## src/verilog/ppmt_pkg.sv

```systemverilog
/*
  Package of the pulse period measurement timer: register byte offsets,
  field positions, reset values, state codes and the bundled types.
  Assumes a 32-bit AHB-Lite register bus and a single 100 MHz clock.
*/
package ppmt_pkg;

  // ==========================================================
  // Register byte offsets
  localparam logic [7:0] PPMT_CTRL_OFS = 8'h00;
  localparam logic [7:0] PPMT_PINIO_OFS = 8'h04;
  localparam logic [7:0] PPMT_SRC_OFS = 8'h08;
  localparam logic [7:0] PPMT_PRE_OFS = 8'h0C;
  localparam logic [7:0] PPMT_PERIOD_OFS = 8'h10;
  localparam logic [7:0] PPMT_IRQ_STAT_OFS = 8'h14;
  localparam logic [7:0] PPMT_IRQ_MASK_OFS = 8'h18;

  // ==========================================================
  // Control register fields
  localparam int PPMT_RUN_BIT = 0;
  localparam int PPMT_ACTIVE_BIT = 1;
  localparam int PPMT_HALT_BIT = 2;
  localparam int PPMT_EDGEF_BIT = 4;
  localparam int PPMT_UNDF_BIT = 5;

  // Pin control fields
  localparam int PPMT_POL_BIT = 0;
  localparam int PPMT_PINSEL_BIT = 2;
  localparam int PPMT_FILT_LSB = 4;

  // Interrupt status and mask fields
  localparam int PPMT_IRQ_UNDF = 0;
  localparam int PPMT_IRQ_RELOAD = 1;
  localparam int PPMT_IRQ_EDGE = 2;

  // ==========================================================
  // Count source and filter codes
  localparam logic [2:0] PPMT_SRC_DIV1 = 3'h0;
  localparam logic [2:0] PPMT_SRC_DIV2 = 3'h1;
  localparam logic [2:0] PPMT_SRC_DIV8 = 3'h2;
  localparam logic [2:0] PPMT_SRC_OSC = 3'h3;
  localparam logic [2:0] PPMT_SRC_SUB32 = 3'h4;
  localparam logic [1:0] PPMT_FILT_OFF = 2'h0;
  localparam logic [1:0] PPMT_FILT_DIV1 = 2'h1;
  localparam logic [1:0] PPMT_FILT_DIV8 = 2'h2;
  localparam logic [1:0] PPMT_FILT_DIV32 = 2'h3;
  localparam logic [2:0] PPMT_DIV8_LAST = 3'h7;
  localparam logic [4:0] PPMT_DIV32_LAST = 5'h1F;

  // Reset values
  localparam logic [7:0] PPMT_PRE_RST = 8'hFF;
  localparam logic [7:0] PPMT_TMR_RST = 8'hFF;
  localparam logic [2:0] PPMT_IRQ_MASK_RST = 3'h0;

  // ==========================================================
  // Capture sequence after an active edge
  typedef enum logic [2:0] {
    PPMT_CAP_IDLE = 3'b001,
    PPMT_CAP_ARMED = 3'b010,
    PPMT_CAP_DONE = 3'b100
  } ppmt_cap_t;

  // AHB-Lite request as seen by the slave
  typedef struct packed {
    logic hsel;
    logic [31:0] haddr;
    logic [1:0] htrans;
    logic hwrite;
    logic [2:0] hsize;
    logic hready;
  } ppmt_ahb_req_t;

  // Raw inputs from outside the clock domain
  typedef struct packed {
    logic pin_a;
    logic pin_b;
    logic osc;
    logic sub;
  } ppmt_async_t;

endpackage

```

## src/verilog/ppmt_timer.sv

```systemverilog
/*
  Pulse period measurement timer: 8-bit prescaler and 8-bit down counter
  with edge-triggered capture and reload, flags, interrupts, AHB-Lite
  registers. Assumes one 100 MHz clock; oscillator, sub-clock and pins
  are asynchronous and are synchronised here.
*/
// Our own choices: the register offsets and the AHB-Lite interface to the registers.
`timescale 1ns/10ps
module ppmt_timer
  import ppmt_pkg::*;
(
  // Clock and reset
  input wire logic hclk,
  input wire logic hresetn,
  // AHB-Lite slave
  input wire logic hsel,
  input wire logic [31:0] haddr,
  input wire logic [1:0] htrans,
  input wire logic hwrite,
  input wire logic [2:0] hsize,
  input wire logic hready,
  input wire logic [31:0] hwdata,
  output logic hreadyout,
  output logic hresp,
  output logic [31:0] hrdata,
  // Count clocks from outside this domain
  input wire logic onchip_osc_clock,
  input wire logic subclock,
  // Measured pulse pins
  input wire logic alt_input_pin_a,
  input wire logic alt_input_pin_b,
  // Interrupt
  output logic irq
);

  // ==========================================================
  // State
  typedef struct packed {
    logic run;
    logic [7:0] pre_cnt;
    logic [7:0] pre_rld;
    logic [7:0] tmr_cnt;
    logic [7:0] tmr_rld;
    logic [7:0] rbuf;
    logic buf_full;
    logic edge_flag;
    logic undf_flag;
    logic edge_pol;
    logic pin_sel;
    logic [1:0] filt_sel;
    logic [2:0] src_sel;
    logic [2:0] irq_stat;
    logic [2:0] irq_mask;
    ppmt_cap_t cap;
    logic div2;
    logic [2:0] div8;
    logic [4:0] div32;
    logic [4:0] sub_cnt;
    logic osc_prev;
    logic sub_prev;
    logic pulse_prev;
    logic wr_pend;
    logic [7:0] wr_addr;
    logic [31:0] rdata;
  } ppmt_state_t;

  ppmt_state_t r_reg;
  ppmt_state_t r_next;

  ppmt_async_t async_in;
  ppmt_async_t sync_out;
  ppmt_ahb_req_t req;
  logic pulse_raw;
  logic pulse_filt;
  logic filt_sample;

  // ==========================================================
  // Input synchronisation and filtering
  assign async_in = '{pin_a: alt_input_pin_a, pin_b: alt_input_pin_b,
                      osc: onchip_osc_clock, sub: subclock};

  ppmt_sync2 #(
    .WIDTH($bits(ppmt_async_t))
  ) i_ppmt_sync2 (
    .hclk(hclk),
    .hresetn(hresetn),
    .d(async_in),
    .q(sync_out)
  );

  // Pin choice ahead of the filter
  assign pulse_raw = r_reg.pin_sel ? sync_out.pin_b : sync_out.pin_a;

  // Sampling rate of the filter
  always_comb begin
    case (r_reg.filt_sel)
      PPMT_FILT_DIV1: filt_sample = 1'b1;
      PPMT_FILT_DIV8: filt_sample = (r_reg.div8 == PPMT_DIV8_LAST);
      PPMT_FILT_DIV32: filt_sample = (r_reg.div32 == PPMT_DIV32_LAST);
      default: filt_sample = 1'b0;
    endcase
  end

  ppmt_filter i_ppmt_filter (
    .hclk(hclk),
    .hresetn(hresetn),
    .bypass(r_reg.filt_sel == PPMT_FILT_OFF),
    .sample(filt_sample),
    .din(pulse_raw),
    .dout(pulse_filt)
  );

  assign req = '{hsel: hsel, haddr: haddr, htrans: htrans, hwrite: hwrite,
                 hsize: hsize, hready: hready};

  // ==========================================================
  // Next-state logic
  always_comb begin
    logic tick;
    logic osc_rise;
    logic sub_rise;
    logic pre_uf;
    logic tmr_uf;
    logic act_edge;
    logic edge_set;
    logic undf_set;
    logic reload_ev;
    logic accept;
    logic [31:0] wd;
    tick = 1'b0;
    osc_rise = 1'b0;
    sub_rise = 1'b0;
    pre_uf = 1'b0;
    tmr_uf = 1'b0;
    act_edge = 1'b0;
    edge_set = 1'b0;
    undf_set = 1'b0;
    reload_ev = 1'b0;
    accept = 1'b0;
    wd = hwdata;
    r_next = r_reg;

    // Free-running dividers of the system clock
    r_next.div2 = ~r_reg.div2;
    r_next.div8 = r_reg.div8 + 3'h1;
    r_next.div32 = r_reg.div32 + 5'h01;
    r_next.osc_prev = sync_out.osc;
    r_next.sub_prev = sync_out.sub;
    osc_rise = sync_out.osc & ~r_reg.osc_prev;
    sub_rise = sync_out.sub & ~r_reg.sub_prev;
    if (sub_rise) begin
      r_next.sub_cnt = r_reg.sub_cnt + 5'h01;
    end

    // Count source selection
    case (r_reg.src_sel)
      PPMT_SRC_DIV1: tick = 1'b1;
      PPMT_SRC_DIV2: tick = r_reg.div2;
      PPMT_SRC_DIV8: tick = (r_reg.div8 == PPMT_DIV8_LAST);
      PPMT_SRC_OSC: tick = osc_rise;
      PPMT_SRC_SUB32: tick = sub_rise && (r_reg.sub_cnt == PPMT_DIV32_LAST);
      default: tick = 1'b0;
    endcase

    // Active edge of the filtered pulse, polarity chosen by software
    r_next.pulse_prev = pulse_filt;
    act_edge = r_reg.run && (r_reg.edge_pol ?
               (r_reg.pulse_prev & ~pulse_filt) :
               (~r_reg.pulse_prev & pulse_filt));

    // Prescaler with self reload; its underflow steps the counter
    if (r_reg.run && tick) begin
      if (r_reg.pre_cnt == 8'h00) begin
        pre_uf = 1'b1;
        r_next.pre_cnt = r_reg.pre_rld;
      end else begin
        r_next.pre_cnt = r_reg.pre_cnt - 8'h01;
      end
    end
    if (pre_uf) begin
      if (r_reg.tmr_cnt == 8'h00) begin
        tmr_uf = 1'b1;
        r_next.tmr_cnt = r_reg.tmr_rld;
      end else begin
        r_next.tmr_cnt = r_reg.tmr_cnt - 8'h01;
      end
    end
    undf_set = tmr_uf;

    // Capture then reload on the two underflows following an edge
    case (r_reg.cap)
      PPMT_CAP_IDLE: begin
        if (act_edge) begin
          r_next.cap = PPMT_CAP_ARMED;
        end
      end
      PPMT_CAP_ARMED: begin
        if (pre_uf) begin
          // An unread result is kept; the newer one is lost
          if (!r_reg.buf_full) begin
            r_next.rbuf = r_reg.tmr_cnt;
            r_next.buf_full = 1'b1;
          end
          r_next.cap = PPMT_CAP_DONE;
        end
      end
      PPMT_CAP_DONE: begin
        if (pre_uf) begin
          r_next.tmr_cnt = r_reg.tmr_rld;
          reload_ev = 1'b1;
          edge_set = 1'b1;
          r_next.cap = PPMT_CAP_IDLE;
        end
      end
      default: r_next.cap = PPMT_CAP_IDLE;
    endcase
    if (!r_reg.run) begin
      r_next.cap = PPMT_CAP_IDLE;
    end

    // ========================================================
    // AHB-Lite address phase: zero wait states, always OKAY
    accept = req.hsel && req.hready && req.htrans[1];
    r_next.wr_pend = accept && req.hwrite;
    r_next.wr_addr = req.haddr[7:0];
    if (accept && !req.hwrite) begin
      case (req.haddr[7:0])
        PPMT_CTRL_OFS: r_next.rdata = 32'({r_reg.undf_flag,
          r_reg.edge_flag, 2'h0, r_reg.run, r_reg.run});
        PPMT_PINIO_OFS: r_next.rdata = 32'({r_reg.filt_sel, 1'b0,
          r_reg.pin_sel, 1'b0, r_reg.edge_pol});
        PPMT_SRC_OFS: r_next.rdata = 32'(r_reg.src_sel);
        PPMT_PRE_OFS: r_next.rdata = 32'(r_reg.pre_cnt);
        PPMT_PERIOD_OFS: begin
          r_next.rdata = 32'(r_reg.rbuf);
          r_next.buf_full = 1'b0;
        end
        PPMT_IRQ_STAT_OFS: r_next.rdata = 32'(r_reg.irq_stat);
        PPMT_IRQ_MASK_OFS: r_next.rdata = 32'(r_reg.irq_mask);
        default: r_next.rdata = 32'h0000_0000;
      endcase
      // A capture in this same cycle still lands in the buffer; only
      // when it was free, else a value already read would stay locked
      if (req.haddr[7:0] == PPMT_PERIOD_OFS && r_reg.cap == PPMT_CAP_ARMED
          && pre_uf && !r_reg.buf_full) begin
        r_next.buf_full = 1'b1;
      end
    end

    // AHB-Lite data phase writes
    if (r_reg.wr_pend) begin
      case (r_reg.wr_addr)
        PPMT_CTRL_OFS: begin
          r_next.run = wd[PPMT_RUN_BIT];
          if (wd[PPMT_HALT_BIT]) begin
            r_next.run = 1'b0;
            r_next.cap = PPMT_CAP_IDLE;
          end
          // Flags clear on a written zero, a written one leaves them
          r_next.edge_flag = r_reg.edge_flag & wd[PPMT_EDGEF_BIT];
          r_next.undf_flag = r_reg.undf_flag & wd[PPMT_UNDF_BIT];
        end
        PPMT_PINIO_OFS: begin
          r_next.edge_pol = wd[PPMT_POL_BIT];
          r_next.pin_sel = wd[PPMT_PINSEL_BIT];
          r_next.filt_sel = wd[PPMT_FILT_LSB+1:PPMT_FILT_LSB];
        end
        PPMT_SRC_OFS: r_next.src_sel = wd[2:0];
        PPMT_PRE_OFS: begin
          // Same path whether running or stopped
          r_next.pre_rld = wd[7:0];
          r_next.pre_cnt = wd[7:0];
        end
        PPMT_PERIOD_OFS: begin
          r_next.tmr_rld = wd[7:0];
          r_next.tmr_cnt = wd[7:0];
        end
        PPMT_IRQ_STAT_OFS: r_next.irq_stat = r_reg.irq_stat & ~wd[2:0];
        PPMT_IRQ_MASK_OFS: r_next.irq_mask = wd[2:0];
        default: ;
      endcase
    end

    // Hardware sets applied last so a same-cycle clear loses
    if (undf_set) begin
      r_next.undf_flag = 1'b1;
      r_next.irq_stat[PPMT_IRQ_UNDF] = 1'b1;
    end
    if (edge_set) begin
      r_next.edge_flag = 1'b1;
    end
    if (reload_ev) begin
      r_next.irq_stat[PPMT_IRQ_RELOAD] = 1'b1;
    end
    if (act_edge) begin
      r_next.irq_stat[PPMT_IRQ_EDGE] = 1'b1;
    end
  end

  // ==========================================================
  // State register
  always_ff @(posedge hclk or negedge hresetn) begin
    if (!hresetn) begin
      r_reg <= '{run: 1'b0, pre_cnt: PPMT_PRE_RST, pre_rld: PPMT_PRE_RST,
                 tmr_cnt: PPMT_TMR_RST, tmr_rld: PPMT_TMR_RST,
                 rbuf: 8'h00, buf_full: 1'b0, edge_flag: 1'b0,
                 undf_flag: 1'b0, edge_pol: 1'b0, pin_sel: 1'b0,
                 filt_sel: PPMT_FILT_OFF, src_sel: PPMT_SRC_DIV1,
                 irq_stat: 3'h0, irq_mask: PPMT_IRQ_MASK_RST,
                 cap: PPMT_CAP_IDLE, div2: 1'b0, div8: 3'h0,
                 div32: 5'h00, sub_cnt: 5'h00, osc_prev: 1'b0,
                 sub_prev: 1'b0, pulse_prev: 1'b0, wr_pend: 1'b0,
                 wr_addr: 8'h00, rdata: 32'h0000_0000};
    end else begin
      r_reg <= r_next;
    end
  end

  // ==========================================================
  // Outputs
  assign hreadyout = 1'b1; // No wait states
  assign hresp = 1'b0;
  assign hrdata = r_reg.rdata;
  assign irq = |(r_reg.irq_stat & r_reg.irq_mask);

endmodule

```

## src/verilog/ppmt_sync2.sv

```systemverilog
/*
  Two-flop synchroniser for a bundle of asynchronous levels.
  Assumes only the second stage is read by any logic downstream.
*/
`timescale 1ns/10ps
module ppmt_sync2 #(
  parameter int WIDTH = 1
) (
  // Clock and reset
  input wire logic hclk,
  input wire logic hresetn,
  // Levels
  input wire logic [WIDTH-1:0] d,
  output logic [WIDTH-1:0] q
);

  typedef struct packed {
    logic [WIDTH-1:0] meta;
    logic [WIDTH-1:0] stage2;
  } ppmt_sync_state_t;

  ppmt_sync_state_t s_reg;
  ppmt_sync_state_t s_next;

  // ==========================================================
  // Stage one feeds only stage two
  always_comb begin
    s_next.meta = d;
    s_next.stage2 = s_reg.meta;
  end

  // State register
  always_ff @(posedge hclk or negedge hresetn) begin
    if (!hresetn) begin
      s_reg <= '0;
    end else begin
      s_reg <= s_next;
    end
  end

  assign q = s_reg.stage2; // Only the second stage leaves

endmodule

```

## src/verilog/ppmt_filter.sv

```systemverilog
/*
  Digital filter for the measured pulse: a level passes once three
  consecutive samples agree. Assumes a synchronised input and a sample
  strobe from the same clock; bypass makes the output follow the input.
*/
`timescale 1ns/10ps
module ppmt_filter (
  // Clock and reset
  input wire logic hclk,
  input wire logic hresetn,
  // Control
  input wire logic bypass,
  input wire logic sample,
  // Data
  input wire logic din,
  output logic dout
);

  typedef struct packed {
    logic [2:0] hist;
    logic out;
  } ppmt_filt_state_t;

  ppmt_filt_state_t f_reg;
  ppmt_filt_state_t f_next;

  // ==========================================================
  // Three-sample history; glitches shorter than that are dropped
  always_comb begin
    f_next = f_reg;
    if (sample) begin
      f_next.hist = {f_reg.hist[1:0], din};
    end
    if (bypass) begin
      f_next.out = din;
    end else if (&f_reg.hist) begin
      f_next.out = 1'b1;
    end else if (~|f_reg.hist) begin
      f_next.out = 1'b0;
    end
  end

  // State register
  always_ff @(posedge hclk or negedge hresetn) begin
    if (!hresetn) begin
      f_reg <= '0;
    end else begin
      f_reg <= f_next;
    end
  end

  assign dout = f_reg.out;

endmodule

```

## config.mk

```make
export PLATFORM = sky130hd
export DESIGN_NAME = ppmt_timer
export DESIGN_NICKNAME = d
export VERILOG_FILES = /design/src/verilog/ppmt_pkg.sv /design/src/verilog/ppmt_timer.sv /design/src/verilog/ppmt_sync2.sv /design/src/verilog/ppmt_filter.sv
export SDC_FILE = /design/constraint.sdc
export NUM_CORES = 1
export LEC_CHECK = 0
export BUFFER_PORTS_ARGS = -buffer_cell sky130_fd_sc_hd__buf_2
export CORE_UTILIZATION = 52
export DETAILED_ROUTE_END_ITERATION = 8
export GPL_ROUTABILITY_DRIVEN = 0
export PLACE_DENSITY = 0.85
export SKIP_LAST_GASP = 1
export SYNTH_ARGS = -nofsm -noshare
export SYNTH_HDL_FRONTEND = slang
export SYNTH_SLANG_ARGS = --single-unit
```

## constraint.sdc

```tcl
create_clock -name hclk -period 7.2 [get_ports hclk]
set_clock_uncertainty 0.05 [all_clocks]
set_input_delay 1.08 -clock hclk [delete_from_list [all_inputs] [get_ports hclk]]
set_output_delay 1.08 -clock hclk [all_outputs]
set_load 0.005 [all_outputs]
```

==> metrics.md <==
| Metric | Value |
|---|---|
| Outcome | `finished clean` |
| Maximum clock path buffer count | `2` |
| Diodes inserted | `0` |
| Hold Buf Count CTS | `0` |
| Setup TNS | `0 ns` |
| CP max stage delay | `0.70 ns` |
| Clk sink count | `106` |
| EDFF count, synth | `0` |
| Die area | `10400 um^2` |
| Global-route wire length before repair | `18.0 mm` |
| Vias in the first global route | `3765` |
| Netlist Area Pre-Place | `5200 um^2` |
| Worst-path cell chain | `ha_1 > and3_1 > ha_1 > nand3b_1 > a221oi_2 > nand3_2 > nor4_4 > mux2_2` |
| Ranking of synthesized cells by area | `dfrtp_1 35%, dfstp_2 17%, nand2_1 5.1%` |
| CP bufs+invs | `0` |
| Detailed Route Iter0 Violations | `269` |
| Rel. slew slack | `24.7%` |
| Final core occ | `56.9%` |
| Seq/Total Area, Yosys | `51.8%` |
| Primary FF master, synth | `dfrtp_1` |
| Yosys cell types | `60` |
| Synth area leader | `dfrtp_1` |
| Tmin final | `3.18 ns` |
| Final setup fails | `0` |
| PortBufs | `34` |
| Crit path launch type | `flip-flop` |
| Worst min-delay path category | `reg2reg` |
| Via/cell ratio | `5.71` |
| H-Tree Depth | `3` |
| Initial DRT Pass Iterations | `4` |
| Post-CTS Setup Bufs | `0` |
| CP startpoint | `r_reg[44]$_DFFE_PN0N_` |
| Fillers | `835` |
| Final period utilization | `44.2%` |
| Max FFs per register | `86` |
| Most common cell on crit path | `ha_1` |
| Starting Density | `53.5%` |
| Slew @ Worst Pin | `1.12 ns` |
| Clock transition at path regs | `0.10 ns` |
| Die Height | `102 um` |
| CP max-delay cell | `nor4_4` |
| Sequential cell area | `2690 um^2` |
| DRC | `0` |
| Post-CTS sizing | `0` |
| Max cap viols | `0` |
| Mean Syn Cell Area | `10.5 um^2` |
| Crit-path max FO | `20` |
| Worst R2R Start | `r_reg[44]$_DFFE_PN0N_` |
| Final WL | `10.8 mm` |
| Warnings from Yosys | `0` |
| Final hold viol count | `0` |
| Synth Area in Adders | `2.17%` |
| Largest family of logic cells by synthesized area | `simple AND/OR/NAND/NOR gates` |
| Share of Yosys cell area claimed by the top area cell type | `35.1%` |
| Final worst slack | `4.02 ns` |
| R2R Setup Slk | `4.02 ns` |
| Overall Global Routing Usage | `23.1%` |
| Hold Crit Start | `i_ppmt_sync2.s_next[1]$_DFF_PN0_` |
| Via count | `3749` |
| Hold EP | `i_ppmt_sync2.q[1]$_DFF_PN0_` |
| Worst hold slack | `0.305 ns` |
| Leak | `2.55 nW` |
| Avg WL per Cell | `16.4 um` |
| Setup CP Type | `reg2reg` |
| Nets@finish | `606` |
| HPWL after DPL | `7.75 mm` |
| DIE WIDTH | `102 um` |
| CP endpoint kind | `flip-flop` |
| Hold depth | `0` |
| F_max | `0.314 GHz` |
| WP data arrival | `3.41 ns` |
| Post-synth ARST share | `100%` |
| Pin count of the biggest net entering global routing | `90` |
| Power Density | `212 nW/um^2` |
| CTS root buf | `clkbuf_8` |
| VDD IR-drop max | `0.000136 V` |
| Multi-input gate area | `2220 um^2` |
| CP delay by family, top | `simple AND/OR/NAND/NOR gates` |
| Mux share of post-synthesis cell area | `7.67%` |
| TritonCTS clock tree | `done` |
| Initial antenna violation count | `0` |
| Max-slew violations | `0` |
| GR Overflow Total | `0` |
| Clk_lat worst skew | `0.38 ns` |
| Worst Reg-to-Reg Cells | `8` |
| Worst path required time | `7.42 ns` |
| Fraction of layout cells with a size suffix above 1 | `21.9%` |
| Standard-cell row count | `36` |
| CTS buffer count | `9` |
| Unrepaired setup endpoints after global routing | `no` |
| Place WS | `4.09 ns` |
| Post-route ant nets | `0` |
| Synth-to-Final Area Change | `6.47%` |
| XOR/XNOR share of the synthesized area | `1.35%` |
| Worst reg2reg path endpoint | `r_reg[82]$_DFFE_PN0P_` |
| Post-Synthesis Cells | `497` |
| Power Total | `1.17 mW` |
| Synthesis-stage register bit count | `106` |
| Core area | `9730 um^2` |
| I/O pin count | `113` |
| Post-Synth Simple-Gate Area | `16.7%` |
| Compound-Gate Fraction of Synth Area | `12.9%` |
-- per-stage QoR --
step / instance area, um^2 / instances
floorplan: 5290 / 521
finish: 5540 / 657
detailed placement: 5330 / 641
global route: 5540 / 657
CTS: 5540 / 657
global placement: 5330 / 641
-- cell usage after synthesis, types with 4 or more instances --
cell	count
nor3b_1	8
nand2_1	71
nor3_1	7
buf_4	34
mux2_2	23
o21a_1	4
and3_1	5
o21ai_0	26
nor2b_1	4
inv_1	18
or4_1	4
a31oi_1	6
a21oi_1	16
mux2i_1	14
a211o_1	5
ha_1	9
nand3_1	14
dfrtp_1	73
o211ai_1	8
nor2_1	27
xnor2_1	5
clkbuf_1	12
a211oi_1	4
a22oi_1	5
dfstp_2	33
nand3b_1	5
-- routing by layer --
metal	vias to the layer above	GRT usage, %	part of all wire, %
met5	-	0	0
met2	122	37.8	50
met3	21	6.09	5.7
li1	1742	-	-
met4	0	10.5	2.3
met1	1864	28.7	42
-- worst register-to-register path: stages, from the launching register on --
cell      delay (ns)
dfrtp_1         0.40
ha_1            0.18
and3_1          0.16
ha_1            0.14
nand3b_1        0.10
a221oi_2        0.45
nand3_2         0.49
nor4_4          0.70
mux2_2          0.41
-- worst max path at each step --
stage	end	slack, ns	cells after the start
floorplan	hrdata[3]$_DFFE_PN0P_	4.81	5
global placement	r_reg[77]$_DFFE_PN0P_	4.15	8
detailed placement	r_reg[82]$_DFFE_PN0P_	4.09	8
CTS	r_reg[82]$_DFFE_PN0P_	4.06	8
global route	r_reg[80]$_DFFE_PN0P_	3.82	8
finish	r_reg[82]$_DFFE_PN0P_	4.02	8
-- layout make-up --
class	instances	share of cell area, %
Tap cell	133	3.00
Multi-Input combinational cell	349	40.1
Clock buffer	10	2.49
Sequential cell	106	48.6
Inverter	18	1.22
Timing Repair Buffer	35	3.25
Clock inverter	6	1.31
-- power breakdown --
| group | leakage, nW | internal (mW) | switching, mW |
|---|---|---|---|
| Sequential | 1.23 | 0.641 | 0.0356 |
| Clock | 0.109 | 0.175 | 0.209 |
| Combinational | 1.20 | 0.0515 | 0.0598 |
| Total | 2.55 | 0.867 | 0.304 |
-- placed cells by master, fill, tap and decap left out, types with 6 or more instances in the layout --
cell type  synthesis  routed
inv_1             18      18
clkbuf_8           0      10
nand3_1           14      14
a31oi_1            6       6
mux2i_1           14      14
dfstp_2           33      33
conb_1             2      26
mux2_2            23      23
o211ai_1           8       8
dfrtp_1           73      73
ha_1               9       9
buf_2              2      33
a21oi_1           16      16
nor2_1            27      27
o21ai_0           26      26
nor3b_1            8       8
nand2_1           71      71
nor3_1             7       7
-- cell families (layout without fill, tap and decap cells) --
kind of cell | after synthesis | in the layout
multiplexers | 37 | 37
adder cells (fa/ha/maj) | 9 | 9
XOR/XNOR | 8 | 8
flip-flops | 106 | 106
buffers and inverters | 66 | 69
AND/OR/NAND/NOR | 171 | 171
other | 2 | 26
AO/OA/AOI/OAI | 98 | 98
Note: power is estimated with default switching activity, not from simulation.
